`config.mk`:
```
export PLATFORM = sky130hd
export DESIGN_NAME = svw_supervisor_top
export DESIGN_NICKNAME = d
export VERILOG_FILES = /design/src/include/svw_pkg.sv /design/src/svw_tick_gen.sv /design/src/svw_toggle_edge.sv /design/src/svw_supervisor_top.sv
export SDC_FILE = /design/constraint.sdc
export NUM_CORES = 1
export LEC_CHECK = 0
export BUFFER_PORTS_ARGS = -buffer_cell sky130_fd_sc_hd__buf_4
export CORE_ASPECT_RATIO = 1.2
export CORE_MARGIN = 2
export CORE_UTILIZATION = 29
export DETAILED_ROUTE_END_ITERATION = 10
export GPL_TIMING_DRIVEN = 0
export PLACE_DENSITY = 0.54
export SLEW_MARGIN = 25
export SYNTH_ARGS = -nofsm -noshare
export SYNTH_HDL_FRONTEND = slang
export SYNTH_SLANG_ARGS = --single-unit
```
`constraint.sdc`:
```
create_clock -name clk -period 2.25 [get_ports clk]
set_input_delay 0.45 -clock clk [delete_from_list [all_inputs] [get_ports clk]]
set_output_delay 0.45 -clock clk [all_outputs]
set_load 0.02 [all_outputs]
```
`src/include/svw_pkg.sv`:
```
/*
 Shared constants, types and timing helpers of the supervisor watchdog.
 Assumes a 100 MHz system clock and a 6.55 kHz nominal timebase.
*/
package svw_pkg;
  localparam int CNT_W = 16;
  localparam int CLK_HZ = 100_000_000;
  localparam int OSC_HZ = 6550;
  localparam int OSC_DIV = CLK_HZ / OSC_HZ;
  localparam int WD_SHORT_MS = 100;
  localparam int WD_LONG_MS = 1600;
  localparam int RST_MS = 50;
  localparam int RST_LONG_MS = 200;

  typedef logic [CNT_W-1:0] svw_cnt_t;

  localparam svw_cnt_t WD_SHORT_TICKS = svw_cnt_t'(WD_SHORT_MS * OSC_HZ / 1000);
  localparam svw_cnt_t WD_LONG_TICKS = svw_cnt_t'(WD_LONG_MS * OSC_HZ / 1000);
  localparam svw_cnt_t RST_TICKS = svw_cnt_t'(RST_MS * OSC_HZ / 1000);
  localparam svw_cnt_t RST_LONG_TICKS = svw_cnt_t'(RST_LONG_MS * OSC_HZ / 1000);
  localparam svw_cnt_t EXT_WD_NORM_CLKS = 16'h0400;
  localparam svw_cnt_t EXT_WD_AFTER_CLKS = 16'h1000;
  localparam svw_cnt_t EXT_RST_CLKS = 16'h0200;
  localparam svw_cnt_t EXT_RST_LONG_CLKS = 16'h0800;
  localparam svw_cnt_t CNT_ONE = 16'h0001;

  localparam logic CE_OUT_RST = 1'h1;
  localparam logic PFO_RST = 1'h0;
  localparam logic WDO_RST = 1'h1;
  localparam logic RSTN_RST = 1'h0;

  typedef struct packed {
    logic below_reset;
    logic below_batt;
    logic pf_below_ref;
  } svw_supply_t;

  typedef enum logic [1:0] {
    ST_HOLD = 2'b00,
    ST_PULSE = 2'b01,
    ST_RUN = 2'b10
  } svw_state_t;

  function automatic svw_cnt_t wd_period(logic ext, logic short_sel,
                                         logic after);
    if (ext) begin
      return after ? EXT_WD_AFTER_CLKS : EXT_WD_NORM_CLKS;
    end
    return (short_sel && !after) ? WD_SHORT_TICKS : WD_LONG_TICKS;
  endfunction : wd_period

  function automatic svw_cnt_t rst_width(logic ext, logic long_v);
    if (ext) begin
      return long_v ? EXT_RST_LONG_CLKS : EXT_RST_CLKS;
    end
    return long_v ? RST_LONG_TICKS : RST_TICKS;
  endfunction : rst_width
endpackage : svw_pkg

```
`src/svw_tick_gen.sv`:
```
/*
 Timebase tick generator: internal divider or rising edges of an external
 clock pin. Assumes the external pin is synchronous to clk.
*/
`timescale 1ns/100ps
module svw_tick_gen
  import svw_pkg::*;
#(
  parameter int unsigned DIV = OSC_DIV
) (
  input wire logic clk,
  input wire logic rst,
  input wire logic ext_mode,
  input wire logic timebase_input,
  output logic tick
);
  localparam int DW = $clog2(DIV + 1);
  localparam logic [DW-1:0] DIV_LAST = DW'(DIV - 1);

  logic [DW-1:0] div_q, div_d;
  logic pin_q, pin_d;
  logic tick_q, tick_d;

  always_comb begin
    pin_d = timebase_input;
    div_d = div_q;
    tick_d = 1'h0;
    if (ext_mode) begin
      div_d = '0;
      tick_d = timebase_input & ~pin_q;
    end else if (div_q == DIV_LAST) begin
      div_d = '0;
      tick_d = 1'h1;
    end else begin
      div_d = div_q + DW'(1);
    end
  end

  always_ff @(posedge clk) begin
    if (rst) begin
      div_q <= '0;
      pin_q <= 1'h0;
      tick_q <= 1'h0;
    end else begin
      div_q <= div_d;
      pin_q <= pin_d;
      tick_q <= tick_d;
    end
  end

  assign tick = tick_q;
endmodule : svw_tick_gen

```
`src/svw_toggle_edge.sv`:
```
/*
 Toggle input synchroniser and both-edge detector.
 Assumes the toggle pin may change at any time relative to clk.
*/
`timescale 1ns/100ps
module svw_toggle_edge (
  input wire logic clk,
  input wire logic rst,
  input wire logic toggle_in,
  output logic toggle_edge
);
  logic s1_q, s2_q, s3_q, prime_q, edge_q;
  logic s1_d, s2_d, s3_d, prime_d, edge_d;

  always_comb begin
    s1_d = toggle_in;
    s2_d = s1_q;
    s3_d = s2_q;
    prime_d = 1'h1;
    // First comparison after reset is discarded
    edge_d = prime_q & (s2_q ^ s3_q);
  end

  always_ff @(posedge clk) begin
    if (rst) begin
      s1_q <= 1'h0;
      s2_q <= 1'h0;
      s3_q <= 1'h0;
      prime_q <= 1'h0;
      edge_q <= 1'h0;
    end else begin
      s1_q <= s1_d;
      s2_q <= s2_d;
      s3_q <= s3_d;
      prime_q <= prime_d;
      edge_q <= edge_d;
    end
  end

  assign toggle_edge = edge_q;
endmodule : svw_toggle_edge

```
`src/svw_supervisor_top.sv`:
```
/*
 Digital core of a processor supervisor: reset generator, watchdog with
 expiry flag, chip-enable gate and power-fail warning.
 Assumes the analog comparators arrive as flags synchronous to clk and
 that floating pins are reported by separate float-detect inputs.
*/
// Summary of operation
// - Supply valid: gated chip enable follows chip-enable input.
// - Supply below reset threshold forces gated chip enable high.
// - Supply below backup level also forces gated chip enable high.
// - Power-fail warning low while sense input is below reference.
// - Below backup level, warning held low, comparator ignored.
// - Missed toggle within timeout produces one reset pulse.
// - Watchdog restarts after each reset pulse with after-reset timeout.
// - Static toggle input repeats a reset every after-reset period.
// - Floating toggle input disables the watchdog entirely.
// - Expiry drives expired flag low until next toggle transition.
// - Supply below reset threshold releases expired flag high.
// - Fixed build: 1.6 s timeout and 50 ms pulse (200 ms with LONG_VARIANT), no selection.
// - Floating source select uses internal oscillator; input sets period.
// - Right after any reset, internal modes time out at 1.6 s.
// - Short period takes effect only after first toggle after reset.
// - External clock: 1024/4096 clocks timeout, 512/2048 clock pulse.
// - Internal timebase runs at nominal 6.55 kHz.
// - Reset held low while supply low, then for reset width.
`timescale 1ns/100ps
module svw_supervisor_top
  import svw_pkg::*;
#(
  parameter int unsigned DIV = OSC_DIV,
  parameter logic LONG_VARIANT = 1'h0,
  parameter logic ADJUSTABLE = 1'h1
) (
  input wire logic clk,
  input wire logic rst,
  input wire svw_supply_t supply,
  input wire logic chip_enable_in_n,
  input wire logic watchdog_toggle_in,
  input wire logic watchdog_toggle_float,
  input wire logic timebase_source_select,
  input wire logic timebase_source_float,
  input wire logic timebase_input,
  input wire logic timebase_input_float,
  output logic chip_enable_out_n,
  output logic power_fail_warning_out_n,
  output logic watchdog_expired_out_n,
  output logic reset_out_n
);
  logic ext_mode;
  logic short_sel;
  logic wd_disable;
  logic tick;
  logic tog_edge;
  logic wd_expire;

  svw_state_t state_q, state_d;
  svw_cnt_t wd_cnt_q, wd_cnt_d;
  svw_cnt_t rst_cnt_q, rst_cnt_d;
  logic after_q, after_d;
  logic ce_q, ce_d;
  logic pfo_q, pfo_d;
  logic wdo_q, wdo_d;
  logic rstn_q, rstn_d;

  // Timebase selection; fixed build ignores every select pin
  always_comb begin
    ext_mode = ADJUSTABLE & ~timebase_source_float
               & ~timebase_source_select;
    short_sel = ADJUSTABLE & ~ext_mode & ~timebase_input_float
                & ~timebase_input;
    wd_disable = watchdog_toggle_float;
  end

  // Divider from clk gives the internal oscillator tick
  svw_tick_gen #(
    .DIV(DIV)
  ) u_tick (
    .clk(clk),
    .rst(rst),
    .ext_mode(ext_mode),
    .timebase_input(timebase_input),
    .tick(tick)
  );

  svw_toggle_edge u_toggle (
    .clk(clk),
    .rst(rst),
    .toggle_in(watchdog_toggle_in),
    .toggle_edge(tog_edge)
  );

  // Reset and watchdog sequencing
  always_comb begin
    state_d = state_q;
    wd_cnt_d = wd_cnt_q;
    rst_cnt_d = rst_cnt_q;
    after_d = after_q;
    wd_expire = 1'h0;
    case (state_q)
      ST_HOLD: begin
        rst_cnt_d = rst_width(ext_mode, LONG_VARIANT);
        if (!supply.below_reset) begin
          state_d = ST_PULSE;
        end
      end
      ST_PULSE: begin
        if (supply.below_reset) begin
          state_d = ST_HOLD;
        end else if (tick) begin
          if (rst_cnt_q <= CNT_ONE) begin
            state_d = ST_RUN;
            after_d = 1'h1;
            wd_cnt_d = wd_period(ext_mode, short_sel, 1'h1);
          end else begin
            rst_cnt_d = rst_cnt_q - CNT_ONE;
          end
        end
      end
      ST_RUN: begin
        if (supply.below_reset) begin
          state_d = ST_HOLD;
        end else if (wd_disable) begin
          // Re-enabling starts a full period
          wd_cnt_d = wd_period(ext_mode, short_sel, after_q);
        end else if (tog_edge) begin
          after_d = 1'h0;
          wd_cnt_d = wd_period(ext_mode, short_sel, 1'h0);
        end else if (tick) begin
          if (wd_cnt_q <= CNT_ONE) begin
            wd_expire = 1'h1;
            state_d = ST_PULSE;
            rst_cnt_d = rst_width(ext_mode, LONG_VARIANT);
          end else begin
            wd_cnt_d = wd_cnt_q - CNT_ONE;
          end
        end
      end
      default: begin
        state_d = ST_HOLD;
      end
    endcase
  end

  // Output next values
  always_comb begin
    if (supply.below_reset || supply.below_batt) begin
      ce_d = 1'h1;
    end else begin
      ce_d = chip_enable_in_n;
    end
    if (supply.below_batt) begin
      pfo_d = 1'h0;
    end else begin
      pfo_d = ~supply.pf_below_ref;
    end
    wdo_d = wdo_q;
    if (supply.below_reset) begin
      wdo_d = 1'h1;
    end else if (wd_expire) begin
      wdo_d = 1'h0;
    end else if (tog_edge) begin
      wdo_d = 1'h1;
    end
    rstn_d = (state_d == ST_RUN);
  end

  always_ff @(posedge clk) begin
    if (rst) begin
      state_q <= ST_HOLD;
      wd_cnt_q <= WD_LONG_TICKS;
      rst_cnt_q <= RST_TICKS;
      after_q <= 1'h1;
      ce_q <= CE_OUT_RST;
      pfo_q <= PFO_RST;
      wdo_q <= WDO_RST;
      rstn_q <= RSTN_RST;
    end else begin
      state_q <= state_d;
      wd_cnt_q <= wd_cnt_d;
      rst_cnt_q <= rst_cnt_d;
      after_q <= after_d;
      ce_q <= ce_d;
      pfo_q <= pfo_d;
      wdo_q <= wdo_d;
      rstn_q <= rstn_d;
    end
  end

  assign chip_enable_out_n = ce_q;
  assign power_fail_warning_out_n = pfo_q;
  assign watchdog_expired_out_n = wdo_q;
  assign reset_out_n = rstn_q;
endmodule : svw_supervisor_top

```
==> flow_summary_export.csv <==
group,metric,value,unit
worst_setup_path,critPathKind,"flop to flop",
job,cap_violations,0,
run_status,status,"completed",
detailed_routing,viasPerCell,5.31,
detailed_routing,drc,0,
clock_network,clock_latency,0.33,ns
clock_network,cts-buffers-inserted,9,
clock_network,cts_max_level,3,
detailed_routing,ant_nets,0,
power_and_ir_drop,power_density,647,nW/µm²
synthesis,synth_sequential_area_ratio,38.7,%
clock_network,cts_tree,"done",
synthesis,synth_compound_area_share,21.1,%
sta,period_share,98.0,%
placed_design,dp_hpwl,5740,µm
detailed_routing,drtIter0Drc,139,
worst_setup_path,cp-start-kind,"flop",
placed_design,io_buffers,15,
synthesis,synth_fa_ha_area_share,2.42,%
clock_network,cts_sinks,60,
synthesis,synth_top_area_share,38.7,%
synthesis,postSynthAreaPerCell,8.23,µm²
power_and_ir_drop,worst_ir_drop_vdd,327,µV
global_routing,grt_max_degree,11,
synthesis,syn-instance-count,377,
synthesis,synth_nets,395,
clock_network,cts_hold_repair.buffers,0,
synthesis,synthesis.area,3100,µm²
placed_design,placed_cell_area,3380,µm²
sta,fmax,454,MHz
final_layout,antenna_cells,0,
synthesis,ys_seq_elements,60,
global_routing,track_usage,14.5,%
detailed_routing,routed_wl,8200,µm
global_routing,grt_pass1_wl,13300,µm
synthesis,yosys-mux-area-fraction,0.323,%
worst_setup_path,slowest_stage,"or4_1",
sta,drv_slew,0,
synthesis,yosysTopAreaCell,"dfxtp_1",
detailed_routing,vias,2897,
worst_setup_path,cp_cell_sequence,"inv_1, ha_4, o211a_1, and3_4, buf_6, or3_4, or4_1, nand2_1",
sta,setup_viol,0,
synthesis,ys_top_cells_by_area,"dfxtp_1 39%, nor2_1 6.2%, o21ai_0 4.7%, a21oi_1 4.4%, nand2_1 3.8%",
global_routing,gr-total-overflow,0,
final_layout,syn2layout_area_growth,25.0,%
clock_network,clk_pin_slew,0.05,ns
sta,hold_violations,0,
floorplanning,die_w,98.4,µm
sta,min_period,2.20,ns
synthesis,yosys_warnings,0,
floorplanning,start_util,29.6,%
final_layout,mostFrequentLayoutCell,"dfxtp_1",
final_layout,drive_gt1_share,20.9,%
floorplanning,core,10500,µm²
placed_design,place_congestion,0.822,
clock_network,cts.path.max_buffers,2,
sta,tns,0,ns
floorplanning,placementRows,41,
final_layout,fillers,1103,
synthesis,yosys.area_share.simple,28.8,%
worst_setup_path,critPathTopFamily,"simple AND/OR/NAND/NOR gates",
power_and_ir_drop,p_leak,1.36,nW
worst_setup_path,critPathArrivalTime,2.47,ns
global_routing,grt_pass1_vias,2745,
synthesis,synth_cell_type_count,59,
clock_network,root_buffer,"clkbuf_16",
floorplanning,die_y,117,µm
worst_setup_path,slowest_delay,0.47,ns
floorplanning,dieArea,11500,µm²
synthesis,synth_edf_count,0,
worst_setup_path,crit_buf_inv,2,
global_routing,antenna_found_initial,0,
synthesis,synthFlopType,"dfxtp_1",
final_layout,stdcell_area,3880,µm²
final_layout,fin_nets,430,
sta,worst_pin_slew,0.591,ns
synthesis,synth_top_family_by_area,"simple AND/OR/NAND/NOR gates",
detailed_routing,wl_per_cell,15.0,µm
detailed_routing,drtPass1Iterations,5,
worst_setup_path,cp.required,2.51,ns
synthesis,synth_xor_area_share,5.08,%
worst_hold_path,min_path_type,"primary input to flop",
sta,slew_headroom,60.6,%
synthesis,postSynth.asyncResetShare,0,%
worst_setup_path,path_max_fanout,7,
worst_setup_path,cp-end-kind,"flop",
final_layout,layout_common_cells,"54 x dfxtp_1, 51 x nor2_1, 30 x nand2_1",
sta,rsz0062_at_grt,"yes",
floorplanning,io_pins,16,
sta,clock_skew,0.00896,ns
registers in the layout, summed over array words and instances (netlist names), 2 cells and up:
name and count:
wd_cnt_q 16, state_q 2, u_tick.div_q 14, rst_cnt_q 16
logic make-up after synthesis:
| logic type | after synthesis |
|---|---|
| AND/OR/NAND/NOR | 166 |
| AO/OA/AOI/OAI | 102 |
| flip-flops | 60 |
| buffers and inverters | 24 |
| XOR/XNOR | 18 |
| adder cells (fa/ha/maj) | 6 |
| multiplexers | 1 |
path summary, 6_finish.rpt:
check	start	cells after the start	slack, ns	endpoint
setup reg to reg	wd_cnt_q[0]	8	0.05	rst_cnt_q[10]
hold reg to reg	u_toggle.s1_q	1	0.44	u_toggle.s2_q
hold / removal	supply[0]	2	0.27	power_fail_warning_out_n
setup / recovery	wd_cnt_q[0]	8	0.05	rst_cnt_q[10]
what timing repair did:
action | CTS | global route
setup buffers | 3 | 7
pin swaps | 3 | 6
gates cloned | 0 | 0
endpoints found under the setup margin | 22 | 23
resized for setup | 12 | 29
power breakdown:
part | switching (mW) | internal, mW | total (mW)
Sequential | 0.0169 | 1.08 | 1.10
Clock | 0.489 | 0.771 | 1.26
Combinational | 0.0934 | 0.0598 | 0.153
Total | 0.599 | 1.91 | 2.51
final cells by class:
cell class | count | area (µm²) | share of cell area [%]
flip-flops and latches | 60 | 1210 | 31.3
well taps | 129 | 161 | 4.16
inverters | 7 | 26.3 | 0.678
repair buffers | 25 | 188 | 4.84
multi-input cells | 293 | 1920 | 49.5
clock buffers | 12 | 246 | 6.36
clock inverters | 4 | 25.0 | 0.646
plain buffers | 16 | 98.8 | 2.55
cells in the mapped netlist (all sizes together) (4+ instances only):
master,count
or2,4
nor3,12
nand4,4
or4,6
nand3,10
a211oi,4
clkbuf,10
nand2,31
nor2,51
xnor2,6
a21oi,27
xor2,12
ha,6
inv,7
nor4,12
o21ai,30
dfxtp,60
nor2b,6
buf,7
o31ai,6
o211ai,5
a21boi,4
and3,6
nand2b,6
or3,7
a31oi,4
layer usage:
metal	routed length [µm]	part of all wire, %	global-route usage, %
met1	3530	43	17.0
met5	0	0	0
met3	268	3.3	2.91
met2	4250	52	25.4
met4	161	2.0	7.31
through the flow:
step / power, mW / hold slack (ns) / cells / utilization, % / setup WS, ns
finish: 2.51 / 0.270 / 546 / 37.0 / 0.0459
global route: 2.60 / 0.271 / 546 / 37.0 / -0.0378
CTS: 2.53 / 0.263 / 539 / 35.4 / 0.00572
global placement: 1.26 / 0.419 / 521 / 32.3 / -0.226
floorplan: 1.20 / 0.414 / 377 / - / 0.0218
detailed placement: 1.26 / 0.430 / 521 / 32.3 / -0.221
Note: power is estimated with default switching activity, not from simulation.
